--- config.mk ---
export PLATFORM = sky130hd
export DESIGN_NAME = sps_init_sequencer
export DESIGN_NICKNAME = d
export VERILOG_FILES = /design/src/pkg/sps_pkg.sv /design/src/core/sps_i2c_writer.sv /design/src/core/sps_init_sequencer.sv
export SDC_FILE = /design/constraint.sdc
export NUM_CORES = 1
export LEC_CHECK = 0
export ABC_AREA = 0
export BUFFER_PORTS_ARGS = -buffer_cell sky130_fd_sc_hd__clkbuf_2
export CAP_MARGIN = 15
export CORE_ASPECT_RATIO = 0.75
export CORE_UTILIZATION = 53
export DETAILED_ROUTE_END_ITERATION = 10
export PLACE_DENSITY = 0.8
export RECOVER_POWER = 25
export SLEW_MARGIN = 20
export SYNTH_ARGS = -nofsm -noshare
export SYNTH_HDL_FRONTEND = slang
export SYNTH_SLANG_ARGS = --single-unit
--- constraint.sdc ---
create_clock -name CLK_SYS -period 6.4 [get_ports CLK_SYS]
set_input_delay 0.64 -clock CLK_SYS [delete_from_list [all_inputs] [get_ports CLK_SYS]]
set_output_delay 0.64 -clock CLK_SYS [all_outputs]
set_load 0.005 [all_outputs]
--- src/pkg/sps_pkg.sv ---
/*
  Constants, register map and state encoding for the serializer PLL initialisation sequencer.
  Assumes a 50 MHz system clock and a serializer reached over I2C through its indirect window.
*/
package sps_pkg;
  // ----------------------------------------------------------------------------
  // Timing
  // ----------------------------------------------------------------------------
  localparam int unsigned CLK_FREQ_HZ = 50_000_000;
  localparam int unsigned I2C_READY_DELAY_MS = 2;
  localparam int unsigned HARD_RESET_PULSE_WIDTH_MS = 2;
  localparam int unsigned CLOCK_STABLE_TO_RESET_DELAY_US = 1;
  localparam int unsigned SUPPLY_TO_RELEASE_DELAY_MS = 0;
  localparam int unsigned I2C_READY_CYCLES = I2C_READY_DELAY_MS * (CLK_FREQ_HZ / 1000);
  localparam int unsigned HARD_RESET_CYCLES = HARD_RESET_PULSE_WIDTH_MS * (CLK_FREQ_HZ / 1000);
  localparam int unsigned CLOCK_STABLE_CYCLES =
    (CLOCK_STABLE_TO_RESET_DELAY_US * CLK_FREQ_HZ + 999_999) / 1_000_000;
  localparam int unsigned SUPPLY_RAW_CYCLES = SUPPLY_TO_RELEASE_DELAY_MS * (CLK_FREQ_HZ / 1000);
  localparam int unsigned SUPPLY_CYCLES = (SUPPLY_RAW_CYCLES == 0) ? 1 : SUPPLY_RAW_CYCLES;
  localparam int unsigned I2C_BUS_HZ = 960_000;
  localparam int unsigned I2C_QUARTER_CYCLES = CLK_FREQ_HZ / (4 * I2C_BUS_HZ);
  // ----------------------------------------------------------------------------
  // Serializer registers and values
  // ----------------------------------------------------------------------------
  localparam logic [7:0] REG_INDIRECT_PAGE_SELECT = 8'h40;
  localparam logic [7:0] REG_INDIRECT_OFFSET = 8'h41;
  localparam logic [7:0] REG_INDIRECT_DATA = 8'h42;
  localparam logic [7:0] PAGE_INPUT_PLL = 8'h10;
  localparam logic [7:0] PAGE_OUTPUT_PLL = 8'h14;
  localparam logic [7:0] IND_PLL_STATE_CTL = 8'h49;
  localparam logic [7:0] IND_PPM_COUNTER = 8'h4A;
  localparam logic [7:0] IND_PLL_SETTING = 8'h4B;
  localparam logic [7:0] PPM_DEPTH_14BIT = 8'h3F;
  localparam logic [7:0] LOOP_FILTER_88 = 8'h88;
  localparam logic [7:0] LOOP_FILTER_89 = 8'h89;
  localparam logic [7:0] LOOP_FILTER_8A = 8'h8A;
  localparam logic [7:0] LOOP_FILTER_8B = 8'h8B;
  localparam logic [7:0] STATE_RESET_ON = 8'h10;
  localparam logic [7:0] STATE_RESET_OFF = 8'h00;
  localparam logic [7:0] DIV_RESET_ARM = 8'h16;
  localparam logic [7:0] DIV_RESET_PULSE = 8'h20;
  localparam logic signed [7:0] TEMP_STD_SPLIT = 8'sd10;
  localparam logic signed [7:0] TEMP_EXT_LOW = -8'sd10;
  localparam logic signed [7:0] TEMP_EXT_HIGH = 8'sd60;
  // ----------------------------------------------------------------------------
  // Controller registers on APB
  // ----------------------------------------------------------------------------
  localparam logic [7:0] APB_CTRL = 8'h00;
  localparam logic [7:0] APB_TEMP = 8'h04;
  localparam logic [7:0] APB_STATUS = 8'h08;
  localparam logic [7:0] APB_DEV_ADDR = 8'h0C;
  localparam int unsigned CTRL_START_BIT = 0;
  localparam int unsigned CTRL_EXTENDED_BIT = 1;
  localparam int unsigned CTRL_DUAL_PORT_BIT = 2;
  localparam int unsigned CTRL_EARLY_RELEASE_BIT = 3;
  localparam int unsigned CTRL_DEFER_RESET_BIT = 4;
  localparam int unsigned STATUS_STATE_POS = 16;
  localparam logic [4:0] CTRL_RESET = 5'h00;
  localparam logic [7:0] TEMP_RESET = 8'h00;
  // Arbitrary neutral default for the serializer's I2C address.
  localparam logic [6:0] DEV_ADDR_RESET = 7'h2A;
  // ----------------------------------------------------------------------------
  // Sequencer states
  // ----------------------------------------------------------------------------
  typedef enum logic [9:0] {
    ST_IDLE = 10'b00_0000_0001,
    ST_HOLD = 10'b00_0000_0010,
    ST_WAIT_SUPPLY = 10'b00_0000_0100,
    ST_WAIT_CLK = 10'b00_0000_1000,
    ST_I2C_WAIT = 10'b00_0001_0000,
    ST_PLL_WR = 10'b00_0010_0000,
    ST_WAIT_LOCK = 10'b00_0100_0000,
    ST_DIV_WR = 10'b00_1000_0000,
    ST_DONE = 10'b01_0000_0000,
    ST_FAIL = 10'b10_0000_0000
  } sps_state_e;
endpackage : sps_pkg

--- src/core/sps_i2c_writer.sv ---
/*
  Single I2C register write: start, address byte, register byte, data byte, stop.
  Assumes open-drain pins resolved outside; an enable high pulls the line low.
*/
`timescale 1ns/10ps
`default_nettype none
module sps_i2c_writer
  import sps_pkg::*;
(
  input wire logic clk,
  input wire logic rst,
  input wire logic start,
  input wire logic [6:0] dev_addr,
  input wire logic [7:0] reg_addr,
  input wire logic [7:0] wr_data,
  input wire logic scl_in,
  input wire logic sda_in,
  output logic busy,
  output logic done,
  output logic nack,
  output logic scl_oe,
  output logic sda_oe
);
  typedef enum logic [3:0] {
    I2_IDLE = 4'b0001,
    I2_START = 4'b0010,
    I2_BITS = 4'b0100,
    I2_STOP = 4'b1000
  } sps_i2c_state_e;

  sps_i2c_state_e state;
  logic [7:0] qcnt;
  logic [1:0] phase;
  logic [4:0] bitn;
  logic [26:0] shreg;
  logic stretch;
  logic tick;

  // A slave holding SCL low while it is released stretches the high phase.
  assign stretch = (state == I2_BITS) && (phase == 2'd1 || phase == 2'd2) && !scl_in;
  assign tick = (qcnt == 8'(I2C_QUARTER_CYCLES - 1)) && !stretch;

  always_ff @(posedge clk or posedge rst) begin
    if (rst) begin
      qcnt <= 8'h00;
    end else if (state == I2_IDLE || tick) begin
      qcnt <= 8'h00;
    end else if (!stretch) begin
      qcnt <= qcnt + 8'h01;
    end
  end

  always_ff @(posedge clk or posedge rst) begin
    if (rst) begin
      state <= I2_IDLE;
      phase <= 2'd0;
      bitn <= 5'd0;
      shreg <= 27'h000_0000;
      busy <= 1'b0;
      done <= 1'b0;
      nack <= 1'b0;
      scl_oe <= 1'b0;
      sda_oe <= 1'b0;
    end else begin
      done <= 1'b0;
      case (state)
        I2_IDLE: begin
          if (start) begin
            shreg <= {dev_addr, 1'b0, 1'b1, reg_addr, 1'b1, wr_data, 1'b1};
            nack <= 1'b0;
            busy <= 1'b1;
            sda_oe <= 1'b1;
            phase <= 2'd0;
            state <= I2_START;
          end
        end
        I2_START: begin
          if (tick) begin
            if (phase == 2'd0) begin
              scl_oe <= 1'b1;
              phase <= 2'd1;
            end else begin
              sda_oe <= ~shreg[26];
              bitn <= 5'd0;
              phase <= 2'd0;
              state <= I2_BITS;
            end
          end
        end
        I2_BITS: begin
          if (tick) begin
            phase <= phase + 2'd1;
            case (phase)
              2'd0: begin
                scl_oe <= 1'b0;
              end
              2'd1: begin
                if ((bitn == 5'd8 || bitn == 5'd17 || bitn == 5'd26) && sda_in) begin
                  nack <= 1'b1;
                end
              end
              2'd2: begin
                scl_oe <= 1'b1;
              end
              default: begin
                if (bitn == 5'd26) begin
                  sda_oe <= 1'b1;
                  state <= I2_STOP;
                end else begin
                  bitn <= bitn + 5'd1;
                  shreg <= {shreg[25:0], 1'b0};
                  sda_oe <= ~shreg[25];
                end
              end
            endcase
          end
        end
        default: begin
          if (tick) begin
            phase <= phase + 2'd1;
            if (phase == 2'd0) begin
              scl_oe <= 1'b0;
            end else if (phase == 2'd1) begin
              sda_oe <= 1'b0;
            end else begin
              busy <= 1'b0;
              done <= 1'b1;
              phase <= 2'd0;
              state <= I2_IDLE;
            end
          end
        end
      endcase
    end
  end
endmodule : sps_i2c_writer
`default_nettype wire

--- src/core/sps_init_sequencer.sv ---
/*
  Host-side power-up and PLL initialisation sequencer for a video serializer.
  Assumes supply-good, pixel-clock-stable and PLL-lock levels synchronous to CLK_SYS,
  an open-drain I2C bus to the serializer, and software on an APB port.
*/
// Decided for this implementation: the APB interface to the registers.
// Overview of operation
// - Keep release pin low until the pixel clock is stable, then release.
// - If pixel clock drops before writes begin, pulse the pin low again.
// - Early release allowed; PLL sequence then waits for a stable pixel clock.
// - PLL loop-filter and reset writes first, divider reset burst afterwards.
// - No register access until 2 ms after the pin goes high.
// - A hard reset holds the pin low for at least 2 ms.
// - Pixel clock stable for 1 us before release or PLL reset writes.
// - The pin is active high and driven by this logic directly.
// - Release only after supplies are good, with zero added delay.
// - Software supplies the measured ambient temperature before starting.
// - Input PLL page 0x10, then counter depth 0x4A gets 0x3F.
// - Standard variant: setting 0x4B gets 0x88 below 10 C, else 0x89.
// - Offset 0x49 then 0x10 and 0x00 pulse the PLL state reset.
// - Output PLL page 0x14 repeats depth, loop filter and reset steps.
// - Extended input PLL: 0x88 below -10 C, 0x89 below 60, else 0x8A.
// - Extended output PLL: 0x89 below -10 C, 0x8A below 60, else 0x8B.
// - Every start pulses reset and reruns the full programming; the code takes a start only in idle, done or fail.
// - Optionally defer input PLL reset to just before output PLL reset.
// - Divider reset: page 0x10, 0x49, 0x16, four 0x20, seven 0x00.
// - Divider reset only after input PLL lock and only for dual input.
`timescale 1ns/10ps
`default_nettype none
module sps_init_sequencer
  import sps_pkg::*;
#(
  parameter int unsigned HARD_RESET_CYC = HARD_RESET_CYCLES,
  parameter int unsigned I2C_READY_CYC = I2C_READY_CYCLES
) (
  input wire logic CLK_SYS,
  input wire logic RST,
  input wire logic PSEL,
  input wire logic PENABLE,
  input wire logic PWRITE,
  input wire logic [7:0] PADDR,
  input wire logic [31:0] PWDATA,
  output logic [31:0] PRDATA,
  output logic PREADY,
  output logic PSLVERR,
  input wire logic SUPPLY_GOOD,
  input wire logic PCLK_STABLE,
  input wire logic INPUT_PLL_LOCK,
  output logic POWER_DOWN_RELEASE_PIN,
  input wire logic I2C_SCL_I,
  output logic I2C_SCL_O,
  output logic I2C_SCL_OE,
  input wire logic I2C_SDA_I,
  output logic I2C_SDA_O,
  output logic I2C_SDA_OE
);
  sps_state_e state;
  logic [4:0] ctrl;
  logic [7:0] temp;
  logic [6:0] dev_addr;
  logic [23:0] cnt;
  logic [5:0] stable_cnt;
  logic clk_ok;
  logic [4:0] idx;
  logic pend;
  logic wr_start;
  logic nack_seen;
  logic [7:0] lf_in;
  logic [7:0] lf_out;
  logic start_req;
  logic apb_wr;
  logic [16:0] pll_item;
  logic [16:0] div_item;
  logic [16:0] cur_item;
  logic i2c_done;
  logic i2c_nack;

  // ----------------------------------------------------------------------------
  // Write lists: {valid, register offset, data}
  // ----------------------------------------------------------------------------
  function automatic logic [16:0] pll_block(input logic [2:0] j, input logic [7:0] page,
                                             input logic [7:0] lf);
    logic [16:0] r;
    r = 17'h0_0000;
    case (j)
      3'd0: r = {1'b1, REG_INDIRECT_PAGE_SELECT, page};
      3'd1: r = {1'b1, REG_INDIRECT_OFFSET, IND_PPM_COUNTER};
      3'd2: r = {1'b1, REG_INDIRECT_DATA, PPM_DEPTH_14BIT};
      3'd3: r = {1'b1, REG_INDIRECT_OFFSET, IND_PLL_SETTING};
      3'd4: r = {1'b1, REG_INDIRECT_DATA, lf};
      3'd5: r = {1'b1, REG_INDIRECT_OFFSET, IND_PLL_STATE_CTL};
      3'd6: r = {1'b1, REG_INDIRECT_DATA, STATE_RESET_ON};
      default: r = {1'b1, REG_INDIRECT_DATA, STATE_RESET_OFF};
    endcase
    return r;
  endfunction : pll_block

  function automatic logic [16:0] pll_step(input logic [4:0] i, input logic defer,
                                            input logic [7:0] lfi, input logic [7:0] lfo);
    logic [16:0] r;
    r = 17'h0_0000;
    if (!defer) begin
      if (i < 5'd8) begin
        r = pll_block(i[2:0], PAGE_INPUT_PLL, lfi);
      end else if (i < 5'd16) begin
        r = pll_block(i[2:0], PAGE_OUTPUT_PLL, lfo);
      end
    end else begin
      // Input reset moved next to the output reset, so the link drops once.
      if (i < 5'd5) begin
        r = pll_block(i[2:0], PAGE_INPUT_PLL, lfi);
      end else if (i < 5'd10) begin
        r = pll_block(3'(i - 5'd5), PAGE_OUTPUT_PLL, lfo);
      end else if (i < 5'd14) begin
        r = (i == 5'd10) ? pll_block(3'd0, PAGE_INPUT_PLL, lfi) :
            pll_block(3'(i - 5'd6), PAGE_INPUT_PLL, lfi);
      end else if (i < 5'd18) begin
        r = (i == 5'd14) ? pll_block(3'd0, PAGE_OUTPUT_PLL, lfo) :
            pll_block(3'(i - 5'd10), PAGE_OUTPUT_PLL, lfo);
      end
    end
    return r;
  endfunction : pll_step

  always_comb begin
    div_item = 17'h0_0000;
    if (idx == 5'd0) begin
      div_item = {1'b1, REG_INDIRECT_PAGE_SELECT, PAGE_INPUT_PLL};
    end else if (idx == 5'd1) begin
      div_item = {1'b1, REG_INDIRECT_OFFSET, IND_PLL_STATE_CTL};
    end else if (idx == 5'd2) begin
      div_item = {1'b1, REG_INDIRECT_DATA, DIV_RESET_ARM};
    end else if (idx < 5'd7) begin
      div_item = {1'b1, REG_INDIRECT_DATA, DIV_RESET_PULSE};
    end else if (idx < 5'd14) begin
      div_item = {1'b1, REG_INDIRECT_DATA, STATE_RESET_OFF};
    end
  end

  assign pll_item = pll_step(idx, ctrl[CTRL_DEFER_RESET_BIT], lf_in, lf_out);
  assign cur_item = (state == ST_DIV_WR) ? div_item : pll_item;

  // ----------------------------------------------------------------------------
  // Loop-filter choice from the ambient temperature
  // ----------------------------------------------------------------------------
  always_comb begin
    if (!ctrl[CTRL_EXTENDED_BIT]) begin
      lf_in = ($signed(temp) < TEMP_STD_SPLIT) ? LOOP_FILTER_88 : LOOP_FILTER_89;
      lf_out = lf_in;
    end else if ($signed(temp) < TEMP_EXT_LOW) begin
      lf_in = LOOP_FILTER_88;
      lf_out = LOOP_FILTER_89;
    end else if ($signed(temp) < TEMP_EXT_HIGH) begin
      lf_in = LOOP_FILTER_89;
      lf_out = LOOP_FILTER_8A;
    end else begin
      lf_in = LOOP_FILTER_8A;
      lf_out = LOOP_FILTER_8B;
    end
  end

  // ----------------------------------------------------------------------------
  // APB slave
  // ----------------------------------------------------------------------------
  assign apb_wr = PSEL && PENABLE && PREADY && PWRITE;

  always_ff @(posedge CLK_SYS or posedge RST) begin
    if (RST) begin
      PREADY <= 1'b0;
      PRDATA <= 32'h0000_0000;
      PSLVERR <= 1'b0;
    end else begin
      PREADY <= PSEL && !PENABLE;
      PSLVERR <= 1'b0;
      PRDATA <= 32'h0000_0000;
      if (PSEL && !PENABLE) begin
        if (PADDR == APB_CTRL) begin
          PRDATA <= {27'h000_0000, ctrl[4:1], 1'b0};
        end else if (PADDR == APB_TEMP) begin
          PRDATA <= {24'h00_0000, temp};
        end else if (PADDR == APB_STATUS) begin
          PRDATA <= {6'h00, state, 12'h000, nack_seen, POWER_DOWN_RELEASE_PIN,
                     state == ST_DONE, !(state == ST_IDLE || state == ST_DONE
                     || state == ST_FAIL)};
        end else if (PADDR == APB_DEV_ADDR) begin
          PRDATA <= {25'h000_0000, dev_addr};
        end else begin
          PSLVERR <= 1'b1;
        end
      end
    end
  end

  always_ff @(posedge CLK_SYS or posedge RST) begin
    if (RST) begin
      ctrl <= CTRL_RESET;
      temp <= TEMP_RESET;
      dev_addr <= DEV_ADDR_RESET;
      start_req <= 1'b0;
    end else begin
      start_req <= apb_wr && PADDR == APB_CTRL && PWDATA[CTRL_START_BIT];
      if (apb_wr && PADDR == APB_CTRL && (state == ST_IDLE || state == ST_DONE
          || state == ST_FAIL)) begin
        ctrl <= {PWDATA[4:1], 1'b0};
      end else if (apb_wr && PADDR == APB_TEMP) begin
        temp <= PWDATA[7:0];
      end else if (apb_wr && PADDR == APB_DEV_ADDR) begin
        dev_addr <= PWDATA[6:0];
      end
    end
  end

  // ----------------------------------------------------------------------------
  // Pixel clock stability
  // ----------------------------------------------------------------------------
  always_ff @(posedge CLK_SYS or posedge RST) begin
    if (RST) begin
      stable_cnt <= 6'd0;
    end else if (!PCLK_STABLE) begin
      stable_cnt <= 6'd0;
    end else if (!clk_ok) begin
      stable_cnt <= stable_cnt + 6'd1;
    end
  end

  assign clk_ok = stable_cnt >= 6'(CLOCK_STABLE_CYCLES);

  // ----------------------------------------------------------------------------
  // Sequencer
  // ----------------------------------------------------------------------------
  always_ff @(posedge CLK_SYS or posedge RST) begin
    if (RST) begin
      state <= ST_IDLE;
      POWER_DOWN_RELEASE_PIN <= 1'b0;
      cnt <= 24'h00_0000;
      idx <= 5'd0;
      pend <= 1'b0;
      wr_start <= 1'b0;
      nack_seen <= 1'b0;
    end else begin
      wr_start <= 1'b0;
      cnt <= cnt + 24'h00_0001;
      case (state)
        ST_IDLE, ST_DONE, ST_FAIL: begin
          if (start_req) begin
            POWER_DOWN_RELEASE_PIN <= 1'b0;
            nack_seen <= 1'b0;
            cnt <= 24'h00_0000;
            state <= ST_HOLD;
          end
        end
        ST_HOLD: begin
          if (cnt >= 24'(HARD_RESET_CYC - 1)) begin
            cnt <= 24'h00_0000;
            state <= ST_WAIT_SUPPLY;
          end
        end
        ST_WAIT_SUPPLY: begin
          if (!SUPPLY_GOOD) begin
            cnt <= 24'h00_0000;
          end else if (cnt >= 24'(SUPPLY_CYCLES - 1)) begin
            cnt <= 24'h00_0000;
            if (ctrl[CTRL_EARLY_RELEASE_BIT]) begin
              POWER_DOWN_RELEASE_PIN <= 1'b1;
              state <= ST_I2C_WAIT;
            end else begin
              state <= ST_WAIT_CLK;
            end
          end
        end
        ST_WAIT_CLK: begin
          cnt <= 24'h00_0000;
          if (clk_ok && SUPPLY_GOOD) begin
            POWER_DOWN_RELEASE_PIN <= 1'b1;
            state <= ST_I2C_WAIT;
          end
        end
        ST_I2C_WAIT: begin
          if (!PCLK_STABLE && !ctrl[CTRL_EARLY_RELEASE_BIT]) begin
            POWER_DOWN_RELEASE_PIN <= 1'b0;
            cnt <= 24'h00_0000;
            state <= ST_HOLD;
          end else if (cnt >= 24'(I2C_READY_CYC - 1) && clk_ok) begin
            idx <= 5'd0;
            state <= ST_PLL_WR;
          end
        end
        ST_PLL_WR, ST_DIV_WR: begin
          if (!pend) begin
            if (cur_item[16]) begin
              wr_start <= 1'b1;
              pend <= 1'b1;
            end else if (state == ST_PLL_WR && ctrl[CTRL_DUAL_PORT_BIT]) begin
              state <= ST_WAIT_LOCK;
            end else begin
              state <= ST_DONE;
            end
          end else if (i2c_done) begin
            pend <= 1'b0;
            idx <= idx + 5'd1;
            if (i2c_nack) begin
              nack_seen <= 1'b1;
              state <= ST_FAIL;
            end
          end
        end
        ST_WAIT_LOCK: begin
          idx <= 5'd0;
          if (INPUT_PLL_LOCK) begin
            state <= ST_DIV_WR;
          end
        end
        default: begin
          state <= ST_IDLE;
        end
      endcase
    end
  end

  // ----------------------------------------------------------------------------
  // I2C engine and pins
  // ----------------------------------------------------------------------------
  always_ff @(posedge CLK_SYS or posedge RST) begin
    if (RST) begin
      I2C_SCL_O <= 1'b0;
      I2C_SDA_O <= 1'b0;
    end else begin
      I2C_SCL_O <= 1'b0;
      I2C_SDA_O <= 1'b0;
    end
  end

  sps_i2c_writer u_i2c (
    .clk(CLK_SYS),
    .rst(RST),
    .start(wr_start),
    .dev_addr(dev_addr),
    .reg_addr(cur_item[15:8]),
    .wr_data(cur_item[7:0]),
    .scl_in(I2C_SCL_I),
    .sda_in(I2C_SDA_I),
    .busy(),
    .done(i2c_done),
    .nack(i2c_nack),
    .scl_oe(I2C_SCL_OE),
    .sda_oe(I2C_SDA_OE)
  );
endmodule : sps_init_sequencer
`default_nettype wire

### Word level (Yosys, flattened, before mapping)

Index checks and enable logic that the tools add are counted.

| storage, ports and cells | value |
|---|---|
| register bits | 153 |
| latch bits | 0 |
| memory bits (writable) | 0 |
| ROM bits | 0 |
| input port bits | 50 |
| output and inout bits | 39 |
| memories | 0 |

| cells by class | value |
|---|---|
| add/subtract/negate cells | 9 |
| $mul | 0 |
| divide/modulo/power cells | 0 |
| magnitude comparators | 13 |
| eq/ne operators | 81 |
| shift operators | 0 |
| mux-type cells | 138 |
| bitwise logic cells | 5 |
| reduce and logical (&&, ||, !) cells | 62 |

Operators with widths:

| cell | count |
|---|---|
| $pmux W10 S7 | 6 |
| $mux W17 | 15 |
| $mux W10 | 12 |
| $mux W24 | 5 |
| $pmux W24 S5 | 1 |
| $mux W27 | 4 |
| $mux W26 | 4 |
| $pmux W27 S2 | 1 |
| $mux W5 | 10 |
| $mux W1 | 44 |
| $ne A2 B2 Y1 const B | 20 |
| $eq A3 B3 Y1 const B | 12 |
| $mux W4 | 9 |
| $reduce_and A5 Y1 | 5 |
| $add A24 B1 Y24 const B | 1 |
| $eq A3 B2 Y1 const B | 8 |
| $eq A8 B4 Y1 const B | 3 |
| $ge A24 B1 Y1 const B | 1 |
| $ge A24 B17 Y1 const B | 1 |
| $mux W2 | 11 |
| $logic_and A1 B1 Y1 | 17 |
| $lt A8 B5 Y1 const B | 2 |
| $mux W8 | 2 |
| $eq A5 B4 Y1 const B | 3 |
| 66 further kinds | 111 |

### Logic depth before layout (Yosys ltp)

Gate-level depths: netlist of run 1.

| depth | value |
|---|---|
| depth after elaboration | 15 |
| gate-level depth with buffers | 10 |
| depth with buffers taken out | 9 |

### Cells and area by module

A second synthesis of run 1 with hierarchy kept.

| unflattened totals | value |
|---|---|
| cells, all modules | 946 |
| area total of the unflattened synthesis | 8689.6 µm² |

By module, submodules not included:

| module | instances | cells each | area each (µm²) | seq. area each (µm²) |
|---|---|---|---|---|
| sps_init_sequencer | 1 | 648 | 5894.4 | 2232.1 |
| sps_i2c_writer | 1 | 298 | 2795.2 | 1277.5 |

### Worst setup path after synthesis of run 1

No wires, ideal clock.

| timing path | value |
|---|---|
| path kind | flip-flop to flip-flop |
| start point | reg idx[2] |
| end point | reg u_i2c.shreg[1] |
| library setup time | 124 ps |
| arrival time | 2264 ps |
| data required time | 6276 ps |
| setup slack | 4012 ps |
| stages on the path, launching flop included | 10 |
| cell sequence | dfrtp_1 -> inv_1 -> ha_1 -> nor2b_1 -> clkbuf_1 -> a2111o_1 -> o221ai_1 -> o21a_1 -> nand4_1 -> a211o_1 |

| between the ends | value |
|---|---|
| cells in the longest elaborated chain, start to end | 12 |
| elaborated cells between the ends (all ways) | 64 |
| those cells by class | add/sub: 3; order compare: 7; eq/ne: 28; mux: 21; reduce/logical: 5 |

Ends and longest elaborated chain:

| what | line | source |
|---|---|---|
| start: declaration | sps_init_sequencer.sv:64 | `logic [4:0] idx;` |
| start signal: assignment | sps_init_sequencer.sv:300 | `idx <= idx + 5'd1;` |
| $sub A3 B2 Y3 | sps_init_sequencer.sv:119 | `pll_block(3'(i - 5'd10), PAGE_OUTPUT_PLL, lfo);` |
| $eq A3 B3 Y1 (tied with other cells) | sps_init_sequencer.sv:85 | `case (j)` |
| $pmux W10 S7 | sps_init_sequencer.sv:85 |  |
| $mux W17 | sps_init_sequencer.sv:118 | `r = (i == 5'd14) ? pll_block(3'd0, PAGE_OUTPUT_PLL, lfo) :` |
| $mux W17 | sps_init_sequencer.sv:117 | `end else if (i < 5'd18) begin` |
| $mux W17 | sps_init_sequencer.sv:114 | `end else if (i < 5'd14) begin` |
| $mux W17 | sps_init_sequencer.sv:112 | `end else if (i < 5'd10) begin` |
| $mux W17 | sps_init_sequencer.sv:110 | `if (i < 5'd5) begin` |
| $mux W17 | sps_init_sequencer.sv:102 | `if (!defer) begin` |
| $mux W17 (*) | sps_init_sequencer.sv:141 | `assign cur_item = (state == ST_DIV_WR) ? div_item : pll_item;` |
| $mux W27 (*) | sps_i2c_writer.sv:68 | `if (start) begin` |
| $pmux W27 S2 (*) | sps_i2c_writer.sv:66 | `case (state)` |
| end signal: assignment | sps_i2c_writer.sv:69 | `shreg <= {dev_addr, 1'b0, 1'b1, reg_addr, 1'b1, wr_data, 1'b1};` |
| end signal: assignment | sps_i2c_writer.sv:111 | `shreg <= {shreg[25:0], 1'b0};` |
| end: declaration | sps_i2c_writer.sv:35 | `logic [26:0] shreg;` |

Mark *: on every way between the ends. The rest lies on a longest branch, timed or not. The select of a mux whose other input is x is not followed.
A chain may end at the register's enable or synchronous reset.

==> metrics list, run 1 <==
* Drt first-iter violations: 827
- Counting flops with a built-in enable in the synthesized netlist gives 0.
- Of all flip-flops after synthesis, the portion carrying an async set or reset was 100%.
- Data arrival, critical path: 3.85 ns
- The routed layout has around 7100 vias.
* Num Clock Sinks: between 100 and 150
- The critical path is of the input port to asynchronous set/reset pin type.
- Number of search-and-repair iterations in the first detailed-routing pass: 7
* Number of global-route vias before repair: slightly below 7000
* Number of register bits inferred by synthesis: about 140
* Cell count after synthesis: 927
- Root cell of the clock tree: clkbuf_16
- After detailed routing, the average wire length per cell comes to 17.8 um.
- Averaged over all synthesized cells, the footprint is ~9.0 sq um.
- Dividing total power by cell area gives a power density of 223 nW/um^2.
- Normalized max-slew margin: -73.0%
- The flow ran to the end, but the final reports show violations.
* CP Data Required Time: ~6.6 ns
* Fin. max-slew vios: around 140
* Die boundary width: roughly 150 um
- Post-detailed-routing wire length: around 21000 um
- The library cell used most frequently in the layout, excluding fill and tap cells, is dfrtp_1.
- Fill cell total of the finished layout: 1334
* Total area of multi-input combinational cells: 4510 sq um
* Worst-path fanout max: 79
* Global placer's final weighted congestion: around 0.95
- The number of setup buffers added after CTS is 0.
- The checks that failed: capacitance limit, slew limit.
- The most numerous cell type found on the critical path is clkbuf_2.
* Fin. Hold Viols: 0
- Entering global routing, the biggest net connects 80 pins.
- Placement-stage worst setup slack: 3.06 ns
* Kind of cell adding the most delay to the critical path: buffers and inverters
- Once detail routing completed, the nets flagged for antenna violations numbered 0.
- The worst path in the final design needs a cycle of between 3 and 4 ns, including I/O delays and setup.
* Row count: 39
* Number of nets in the final layout: 1031
- The path class of the tightest hold or removal check is input port to flip-flop.
- For the worst-skew pair, the clock arrives at the later sink with an insertion delay of 0.44 ns.
- Number of hold-repair buffers added at the cts stage: 0
- Once the floorplan was initialized, standard cells occupied around 54% of the core.
- In the final layout, the share of cells above drive strength 1 is 13.3%.
- The die covers roughly 16000 sq um.
- Crit-path cells: clkbuf_2 -> clkinvlp_2 -> clkbuf_2
* # resized after CTS: 0
* Setup-violating endpoint count in the final report: 0
- Std-Cell Core Area: 15300 sq um
- Summed over all failing endpoints, the final setup total negative slack is 0 ns.
- Global-route wire length before repair: around 35000 um
* Critical path's largest stage delay: 1.59 ns
* Clock skew: 0.0118 ns
* Non-Filler Instances: 1172
- HPWL reported at the end of detailed placement: between 10000 and 15000 um
* CTS tree: yes
- Number of antenna diodes: 0
* Startpoint types: input port
- CTS built an H-tree with a depth of 4.
* Slowest-stage cell, CP: clkbuf_2
- Number of buffers on the longest clock path: 2
- The worst setup path is captured at an asynchronous set/reset pin.
- Distinct cell type count of the synthesized netlist: 80
* Clock-pin slew reported for the worst setup and hold paths after clock tree synthesis: 0.06 ns
* Worst IR Drop VDD: roughly 0.17 mV
- Yosys Warn Count: 0
- The design draws approximately 2000 uW.
- Once routing completed, OpenROAD measured the worst setup slack at about 2.7 ns.
* Overall die height: 111 um
- In the layout the commonest cells are 134 x dfrtp_1, 102 x nand2_1, 93 x nor2_1, 61 x o21ai_0, 48 x clkbuf_2.
* Final worst path period share: 57.6%
- Total area of sequential cells: 3480 sq um
- Static leakage power: 0.00400 uW
* Placed Cells: 1140
- IO Port Bufs: 48
- Among all flip-flop cells after synthesis, the most frequent one is dfrtp_1.
- Highest Clock Rate: 271 MHz
- After detailed routing, the number of remaining DRC violations is 0.
- Counting both buffers and inverters, the worst setup path holds a total of 3.
- Transition time at the pin with the least slew margin: 2.58 ns
- Sequential share of the synthesized area: roughly two fifths
- Netlist area before placement: 8340 sq um
* Area added between synthesis and finish: 9.91%
- Using the TritonRoute via totals, the vias-per-cell ratio works out to 6.09.
- Global routing consumed, over all layers together, 27.0% of the routing resources.
* Max-capacitance violation count: 2
- During I/O placement, the number of pins put on the boundary was 89.
* Number of antenna violations at the first check in global routing: 0
* Global route total overflow: 0
- Number of CTS-inserted buffers: 17
* Setup repair after global routing missed its margin: no
-- state kept, by name, summed over array words and instances, names as in the netlist, 2 cells and up --
name	cells
PRDATA	18
cnt	24
ctrl	4
dev_addr	7
idx	5
stable_cnt	6
state	10
temp	8
u_i2c.bitn	5
u_i2c.phase	2
u_i2c.qcnt	8
u_i2c.shreg	27
u_i2c.state	4
-- cell families (layout without fill, tap and decap cells) --
| family | after synthesis | count (layout) | share of synthesized area, % |
|---|---|---|---|
| fa+ha+maj | 27 | 27 | 4.05 |
| flops | 139 | 139 | 41.8 |
| other cells | 1 | 16 | 0.0449 |
| mux | 31 | 31 | 4.08 |
| compound gates | 216 | 216 | 17.4 |
| buf+inv | 82 | 107 | 4.89 |
| xor+xnor | 33 | 33 | 3.46 |
| simple gates | 398 | 398 | 24.3 |
-- stage by stage --
stage                     utilization (%)  hold WS, ns  instance area [sq um]
final                                59.8        0.431                   9170
after global routing                 59.8        0.440                   9170
after CTS                            59.9        0.283                   9180
after detailed placement             56.2        0.455                   8610
after global placement               56.2        0.451                   8610
after floorplan                         -        0.433                   8400
-- layer usage --
layer / vias up / GRT usage, % / wire (um)
met2: 329 / 37.7 / 8940
met3: 26 / 7.00 / 1900
met5: - / 0 / 0
met1: 3434 / 39.8 / 9680
met4: 0 / 10.0 / 341
li1: 3354 / - / -
-- area by class of cell --
cell class / count / area share [%]
Tap cell: 205 / 2.80
Clock inverter: 9 / 0.996
Clock buffer: 23 / 5.21
Multi-Input combinational cell: 721 / 49.2
Inverter: 24 / 0.996
Sequential cell: 139 / 38.0
Timing Repair Buffer: 51 / 2.82
-- path summary, 6_finish.rpt --
| check | from | endpoint | slack [ns] | depth (start not counted) |
|---|---|---|---|---|
| min in group asynchronous | RST | dev_addr[6] | 0.90 | 2 |
| max in group CLK_SYS | idx[0] | u_i2c.shreg[1] | 2.85 | 9 |
| setup reg to reg | idx[0] | u_i2c.shreg[1] | 2.85 | 9 |
| hold reg to reg | u_i2c.shreg[14] | u_i2c.shreg[14] | 0.47 | 2 |
| hold / removal | INPUT_PLL_LOCK | state[6] | 0.43 | 2 |
| setup / recovery | RST | cnt[10] | 2.71 | 3 |
-- worst register-to-register path: stages, from the launching register on --
cell and delay, ns:
dfrtp_1 0.78, inv_1 0.30, ha_1 0.51, ha_1 0.50, nor2b_1 0.11, a211oi_1 0.42, o21ai_0 0.16, o211ai_1 0.23
nand4_1 0.13, a211o_1 0.30
-- synthesized netlist by cell type (all sizes together) (3+ instances only) --
cell	n	share of area (%)
mux2	24	3.2
nor2	94	4.3
nor4b	4	0.75
nor4	13	1.3
o2111ai	4	0.63
nand4b	4	0.42
inv	24	1.1
a22o	4	0.42
nand3	38	2.3
a211oi	8	0.78
nand2b	12	0.90
a21o	8	0.81
a211o	3	0.31
or2	5	0.37
o2bb2ai	5	0.52
o21a	6	0.63
nand4	11	0.82
o22ai	10	0.75
or3	5	0.37
dfrtp	134	40
ha	27	4.0
nor2b	20	1.5
mux2i	7	0.84
xor2	19	2.0
and2	20	1.5
clkbuf	33	1.5
a22oi	4	0.36
o21ai	63	3.8
o31ai	5	0.45
and4	3	0.31
nand2	103	4.7
o221ai	3	0.31
and3	11	0.82
a21oi	37	2.4
xnor2	14	1.5
buf	25	2.3
nand3b	7	0.63
o211ai	11	0.99
a31oi	21	1.6
nor3	41	2.7
dfstp	5	1.6
-- report_power, final --
part	internal, uW	switching (uW)	leakage (uW)	total [uW]
sequential	900	21.5	0.00181	922
clock	567	393	0.000266	960
combinational	57.0	109	0.00193	166
(Power assumes the default switching activity.)
==> inputs of run 2 (changes only) <==
- clock period: 6.4 -> 3.42 ns (I/O delays scaled with it)
==> run 2 against run 1 <==
Effect of this change:
- the run still ends with capacitance limit, slew limit left
- first-iteration DRC count is 11% lower
- power is 90% higher
- final cell count is 1.2% higher
- critical path depth is 5 higher
- largest cell class unchanged
- highest routed layer unchanged
==> metrics list, run 2 (synthesis results as in run 1) <==
- Outcome: complete, but fails checks (unchanged)
- Violations in the final reports: capacitance limit, slew limit (unchanged).
* Root cell of the clock tree: clkbuf_16 (unchanged)
- Number of antenna violations at the first check in global routing: 0 (unchanged)
- Static leakage power: 0.00408 uW (was 0.00400 uW)
* Critical path's largest stage delay: 0.79 ns (was 1.59 ns)
- Clock skew: 0.0100 ns (was 0.0118 ns)
* Drt first-iter violations: 734 (was 827)
* Row count: 39 (unchanged)
- The share of power burned in registers is 44.4% (was 45.0%).
* IO Port Bufs: 48 (unchanged)
- Register with the highest flop count: u_i2c.shreg (unchanged)
* Startpoint types: flip-flop (was input port)
- The total routing resource utilization after global routing is 27.5% (was 27.0%).
- Commonest cells after routing, fill and taps aside: 134 x dfrtp_1, 102 x nand2_1, 93 x nor2_1, 61 x o21ai_0, 47 x clkbuf_2 (was 134 x dfrtp_1, 102 x nand2_1, 93 x nor2_1, 61 x o21ai_0, 48 x clkbuf_2).
- The data required time at the worst endpoint is 3.69 ns (was 6.56 ns).
* Fin. Hold Viols: 0 (unchanged)
- The maximum vdd ir drop is 0.284 mV (was 0.166 mV).
* Power share of the clock group: 47.4% (was 46.9%)
* Number of global-route vias before repair: 6712 (was 6732)
* Via count: 7290 (was 7143)
- The part of the total power dissipated in combinational logic is 8.3% (was 8.1%).
- The net switching component of the power is 968 uW (was 523 uW).
- Flip-flop count of the largest register, all copies and words added: 27 (unchanged)
- Buffer and inverter count on the worst path: 1 (was 3)
- The post-route setup TNS came to 0 ns (unchanged).
- Destination of the worst hold path: state[6] (unchanged)
- The data arrival time of the critical path came to 3.27 ns (was 3.85 ns).
- Setup-violating endpoint count in the final report: 0 (unchanged)
- The worst path needs 3.00 ns of the cycle, external delays included.
* Number of cells on the worst reg-to-reg path: 8 (was 9)
- The area after detailed placement was 8730 sq um (was 8610 sq um).
- The start point of the worst min-delay path was INPUT_PLL_LOCK (unchanged).
* Switching power as a share of total power: 24.9% (was 25.6%)
* # resized after CTS: 0 (unchanged)
* Int Power: 2920 uW (was 1520 uW)
* Setup repair after global routing missed its margin: no (unchanged)
- Kind of cell adding the most delay to the critical path: compound AO/OA/AOI/OAI gates (was buffers and inverters)
- Boundary Pins: 89 (unchanged)
* Final antenna-violating net count: 0 (unchanged)
* Transition time at the pin with the least slew margin: 1.88 ns (was 2.58 ns)
- The clock sink total came to 139 (unchanged).
- Worst-path fanout max: 13 (was 79)
* Std-Cell Core Area: 15300 sq um (unchanged)
* Routed length per instance: 17.9 um (was 17.8 um)
- Die boundary width: 147 um (unchanged)
- Highest Clock Rate: 333 MHz
- Destination of the worst register-to-register timing path: u_i2c.shreg[10] (was u_i2c.shreg[1])
- Global route total overflow: 0 (unchanged)
* Type of the worst min-delay path: input port to flip-flop (unchanged)
- Largest registers: u_i2c.shreg: 27 flops, cnt: 24 flops, PRDATA: 18 flops (unchanged).
- Number of search-and-repair iterations in the first detailed-routing pass: 8 (was 7)
* Reg-to-reg critical path startpoint: idx[1] (was idx[0])
- Detailed-route DRC error count: 0 (unchanged)
- Cell repeated most along the worst path: a31oi_1 (was clkbuf_2)
- The highest-delay cell along the critical path is a2111oi_0 (was clkbuf_2).
* Fraction of layout instances using a drive strength above 1: 14.5% (was 13.3%)
- CTS tree: yes (unchanged)
- Crit-path cells: inv_1 -> ha_1 -> a2111oi_0 -> o21ai_0 -> nand2_1 -> nand3_1 -> a31oi_1 -> a31oi_1 (was clkbuf_2 -> clkinvlp_2 -> clkbuf_2).
- The final-stage net count came to 1045 (was 1031).
* Number of hold-repair buffers added at the cts stage: 0 (unchanged)
* Insertion delay of the later-clocked pin in the worst-skew pair: 0.43 ns (was 0.44 ns)
- The number of buffers added by the clock tree synthesis step was 17 (unchanged).
* Global-route wire length before repair: 35100 um (was 34600 um)
- Max-capacitance violation count: 1 (was 2)
* Number of buffers on the longest clock path: 2 (unchanged)
- Post-detailed-routing wire length: 21200 um (was 20900 um)
* Reg-to-reg slack, setup: 0.42 ns (was 2.85 ns)
- Normalized max-slew margin: -25.2% (was -73.0%)
- The antenna cell count came to 0 (unchanged).
- Overall die height: 111 um (unchanged)
- The worst hold path cell count came to 2 (unchanged).
- The clock transition time at the flip-flop clock pins of the worst setup and hold paths is 0.06 ns (about the same).
- The half-perimeter wire length after detailed placement came to 14800 um (was 14100 um).
- Global placer's final weighted congestion: 0.947 (about the same)
- Post-layout instance area: 9300 sq um (was 9170 sq um)
- Starting utilization of the core area: 54.5% (unchanged)
- The signed area change from the synthesized netlist to the final layout is 11.5% (was 9.91%).
- The depth of the CTS H-tree came to 4 (unchanged).
* Critical Path End Type: flip-flop (was asynchronous set/reset pin)
- The full die area was 16300 sq um (unchanged).
* Via-to-Cell Ratio: 6.15 (was 6.09)
- Power per standard cell area: 418 nW/um^2 (was 223 nW/um^2)
- The leading cell type in the layout, fill and taps excluded is dfrtp_1 (unchanged).
- In the finished design, the share of the clock period the worst path needs comes to 87.8%.
* Worst Path Class, Setup: flip-flop to flip-flop (was input port to asynchronous set/reset pin)
- The largest net degree at the start of global routing came to 140 (was 80).
- Fin. max-slew vios: 140 (was 142)
- Post-CTS setup repair buffer count: 0 (unchanged)
[run 2: cell count changes in the layout (fill, tap and decap cells not counted), moves of 2 or more]
cell        delta
buf_4         +13
clkbuf_1       +2
clkinvlp_4     -2
inv_6          +2
[run 2: cell type report]
cell class              instances  area [sq um]
clock buffers                  24           472
clock inverters                 8           108
fillers                      1301          6020
inverters                      24          93.8
multi-input cells             721          4520
flip-flops and latches        139          3480
well taps                     205           256
repair buffers                 65           370
[run 2: through the flow]
step	worst slack, ns	total power, uW	util [%]	hold WS (ns)	std cells
2_1_floorplan	1.03	1990	-	0.433	942
3_3_place_gp	0.559	2050	56.9	0.452	1153
3_5_place_dp	0.596	2070	57.0	0.458	1154
4_1_cts	0.574	3900	60.8	0.123	1186
5_1_grt	0.298	4020	60.7	0.149	1186
6_report	0.419	3880	60.7	0.127	1186
[run 2: routing by layer]
metal	share of wire, %	global-route usage (%)
met3	9.7	7.53
met4	2.2	9.44
met1	47	41.5
met2	41	37.3
met5	0	0
[run 2: power by group through the flow]
stage	Clock, uW	Sequential, uW	Combinational (uW)
floorplan	0	1740	250
global placement	0	1750	296
detailed placement	0	1750	317
CTS	1850	1720	323
global route	1930	1730	360
finish	1840	1720	321
[run 2: worst max-delay path by stage]
stage	end	start	cells after the start	slack, ns
CTS	u_i2c.shreg[10]	idx[1]	8	0.57
global placement	u_i2c.shreg[10]	idx[1]	8	0.56
floorplan	u_i2c.shreg[1]	idx[2]	9	1.03
global route	u_i2c.shreg[7]	idx[1]	8	0.30
detailed placement	u_i2c.shreg[10]	idx[1]	8	0.60
finish	u_i2c.shreg[10]	idx[1]	8	0.42
==> inputs of run 3 (changes only) <==
==> constraint.sdc (replaced) <==
create_clock -name CLK_SYS -period 3.42 [get_ports CLK_SYS]
set_input_delay 0.171 -clock CLK_SYS [delete_from_list [all_inputs] [get_ports CLK_SYS]]
set_output_delay 0.171 -clock CLK_SYS [all_outputs]
set_load 0.005 [all_outputs]
==> run 3 against run 2 <==
Effect of this change:
- maximum frequency increased by 5.1%
- sequential cell count unchanged
- clock-buffer cell count decreased by 3
- the flow still finishes with violations (capacitance limit, slew limit)
==> metrics list, run 3 (synthesis results as in run 1) <==
- Number of nets in the final layout: 1050 (was 1045)
- Overall die height: 111 um (unchanged)
- The depth of the CTS H-tree is 4 (unchanged).
- The clock latency at the later pin of the worst-skew pair came to 0.43 ns (about the same).
* Transition time at the pin with the least slew margin: 2.26 ns (was 1.88 ns)
* Data arrival, critical path: 3.16 ns (was 3.27 ns)
* Routed length per instance: 18.0 um (was 17.9 um)
- The final wirelength came to 21500 um (was 21200 um).
- The total placed cells including tap cells was 1154 (unchanged).
* Type of the worst min-delay path: input port to flip-flop (unchanged)
- The number of buffers added by the clock tree synthesis step was 17 (unchanged).
* Fill cell total of the finished layout: 1311 (was 1301)
* Post-CTS setup repair buffer count: 0 (unchanged)
* Std-Cell Core Area: 15300 sq um (unchanged)
* Largest net degree at the start of global routing: 90 (was 140)
- Violations in the final reports: capacitance limit, slew limit (unchanged)
- # resized after CTS: 0 (unchanged)
- The starting density of the core is 54.5% (unchanged).
- Register with the highest flop count: u_i2c.shreg (unchanged)
- Non-Filler Instances: 1191 (was 1186)
- The cell area power density came to 420 nW/um^2 (was 418 nW/um^2).
* IO Port Bufs: 48 (unchanged)
- Fin crit period: 2.85 ns (was 3.00 ns)
- The utilization of the core after routing came to 61.1% (was 60.7%).
* Commonest cells after routing, fill and taps aside: 134 x dfrtp_1, 102 x nand2_1, 93 x nor2_1, 61 x o21ai_0, 49 x clkbuf_2 (was 134 x dfrtp_1, 102 x nand2_1, 93 x nor2_1, 61 x o21ai_0, 47 x clkbuf_2)
- Area added between synthesis and finish: 12.2% (was 11.5%)
- The first-pass iteration count of the detailed router is 6 (was 8).
* Root cell of the clock tree: clkbuf_16 (unchanged)
- The number of antenna violations at the first check in global routing was 0 (unchanged).
- Worst IR Drop VDD: 0.323 mV (was 0.284 mV)
* Setup-violating endpoint count in the final report: 0 (unchanged)
- The final-report hold violation count was 0 (unchanged).
- The clock transition time at the flip-flop clock pins of the worst setup and hold paths came to 0.06 ns (about the same).
- The buffer depth of the longest clock path is 2 (unchanged).
- The leading cell type in the layout, fill and taps excluded was dfrtp_1 (unchanged).
- The final weighted congestion of routability-driven global placement is 0.948 (was 0.947).
- The die outline width was 147 um (unchanged).
* Global-route wire length before repair: 35800 um (was 35100 um)
- Via-to-Cell Ratio: 6.10 (was 6.15)
* Highest Clock Rate: 350 MHz (was 333 MHz)
- Largest registers: u_i2c.shreg: 27 flops, cnt: 24 flops, PRDATA: 18 flops (unchanged).
- Global route total overflow: 0 (unchanged)
* Via count: 7262 (was 7290)
- The max-cap check violation count was 1 (unchanged).
* Num Clock Sinks: 139 (unchanged)
- The static leakage was 0.00412 uW (was 0.00408 uW).
- The half-perimeter wire length after detailed placement came to 15100 um (was 14800 um).
* Setup TNS: 0 ns (unchanged)
- Detailed-route DRC error count: 0 (unchanged)
* Final antenna-violating net count: 0 (unchanged)
* Number of antenna diodes: 0 (unchanged)
- Flip-flop count of the largest register, all copies and words added: 27 (unchanged)
- Setup repair after global routing missed its margin: no (unchanged)
- Critical Path End Type: flip-flop (unchanged)
* CP Data Required Time: 3.73 ns (was 3.69 ns)
- The CTS tree is yes (unchanged).
- The ratio of final minimum period to clock period was 83.5% (was 87.8%).
* Smallest hold slack: 0.0180 ns (was 0.127 ns)
* Crit-path cells: inv_1 -> ha_1 -> buf_4 -> a2111o_1 -> o221ai_1 -> o21a_1 -> nand4_1 -> a211o_1 (was inv_1 -> ha_1 -> a2111oi_0 -> o21ai_0 -> nand2_1 -> nand3_1 -> a31oi_1 -> a31oi_1)
- GR Util All Layers: 28.0% (was 27.5%)
* Worst-path fanout max: 9 (was 13)
- Fin. max-slew vios: 90 (was 140)
- The full die area is 16300 sq um (unchanged).
- Number of hold-repair buffers added at the cts stage: 5 (was 0)
- The DRC violation total after the first TritonRoute iteration came to 835 (was 734).
- Critical path's largest stage delay: 0.52 ns (was 0.79 ns)
* Startpoint types: flip-flop (unchanged)
- Worst Path Class, Setup: flip-flop to flip-flop (unchanged)
* Slowest-stage cell, CP: dfrtp_1 (was a2111oi_0)
- Row count: 39 (unchanged)
- Number of global-route vias before repair: 6779 (was 6712)
- Outcome: complete, but fails checks (unchanged)
- Boundary Pins: 89 (unchanged)
- The setup skew after layout is 0.00852 ns (was 0.0100 ns).
- Normalized max-slew margin: -50.9% (was -25.2%)
* Fraction of layout instances using a drive strength above 1: 14.8% (was 14.5%)
==> run 3: metrics by stage <==
stage	power, uW	worst slack [ns]	cell area (sq um)
5_1_grt	4070	0.255	9360
3_5_place_dp	2070	0.626	8730
6_report	3930	0.566	9360
4_1_cts	3950	0.607	9390
2_1_floorplan	1990	1.03	8400
3_3_place_gp	2050	0.710	8720
==> run 3: layer usage <==
metal | share of wire [%] | up-vias | wire, um | track usage, %
met5 | 0 | - | 0 | 0
met4 | 2.4 | 0 | 517 | 10.1
met3 | 8.3 | 37 | 1790 | 6.83
met2 | 42 | 338 | 8960 | 38.4
met1 | 47 | 3494 | 10200 | 42.3
li1 | - | 3393 | - | -
==> run 3: area by class of cell <==
| cell class | count | area [sq um] | share of cell area (%) |
|---|---|---|---|
| Tap cell | 205 | 256 | 2.74 |
| Inverter | 24 | 91.3 | 0.975 |
| Clock buffer | 21 | 470 | 5.02 |
| Sequential cell | 139 | 3480 | 37.2 |
| Multi-Input combinational cell | 721 | 4510 | 48.2 |
| Timing Repair Buffer | 70 | 419 | 4.48 |
| Clock inverter | 11 | 133 | 1.42 |
==> run 3: where the power goes <==
part,total (uW),leakage [uW],internal (uW),switching (uW)
sequential,1730,0.00181,1680,41.2
combinational,319,0.00202,115,204
clock,1890,0.000291,1140,746
total,3930,0.00412,2940,992
==> run 3: path summary, 6_finish.rpt <==
check,startpoint,endpoint,slack (ns),cells past startpoint
max in group asynchronous,RST,cnt[6],0.72,4
min,PWDATA[0],dev_addr[0],0.02,2
min reg2reg,u_i2c.shreg[9],u_i2c.shreg[9],0.47,2
max,idx[1],u_i2c.shreg[1],0.57,8
max reg2reg,idx[1],u_i2c.shreg[1],0.57,8
min in group asynchronous,RST,cnt[13],0.22,3
==> run 3: critical path, delay by kind of cell (launching register included) <==
family	cells	cell delay (ns)
AOI/OAI and AO/OA	4	1.30
adders and majority gates	1	0.37
buffers and inverters	2	0.45
DFF	1	0.52
and+or+nand+nor	1	0.09
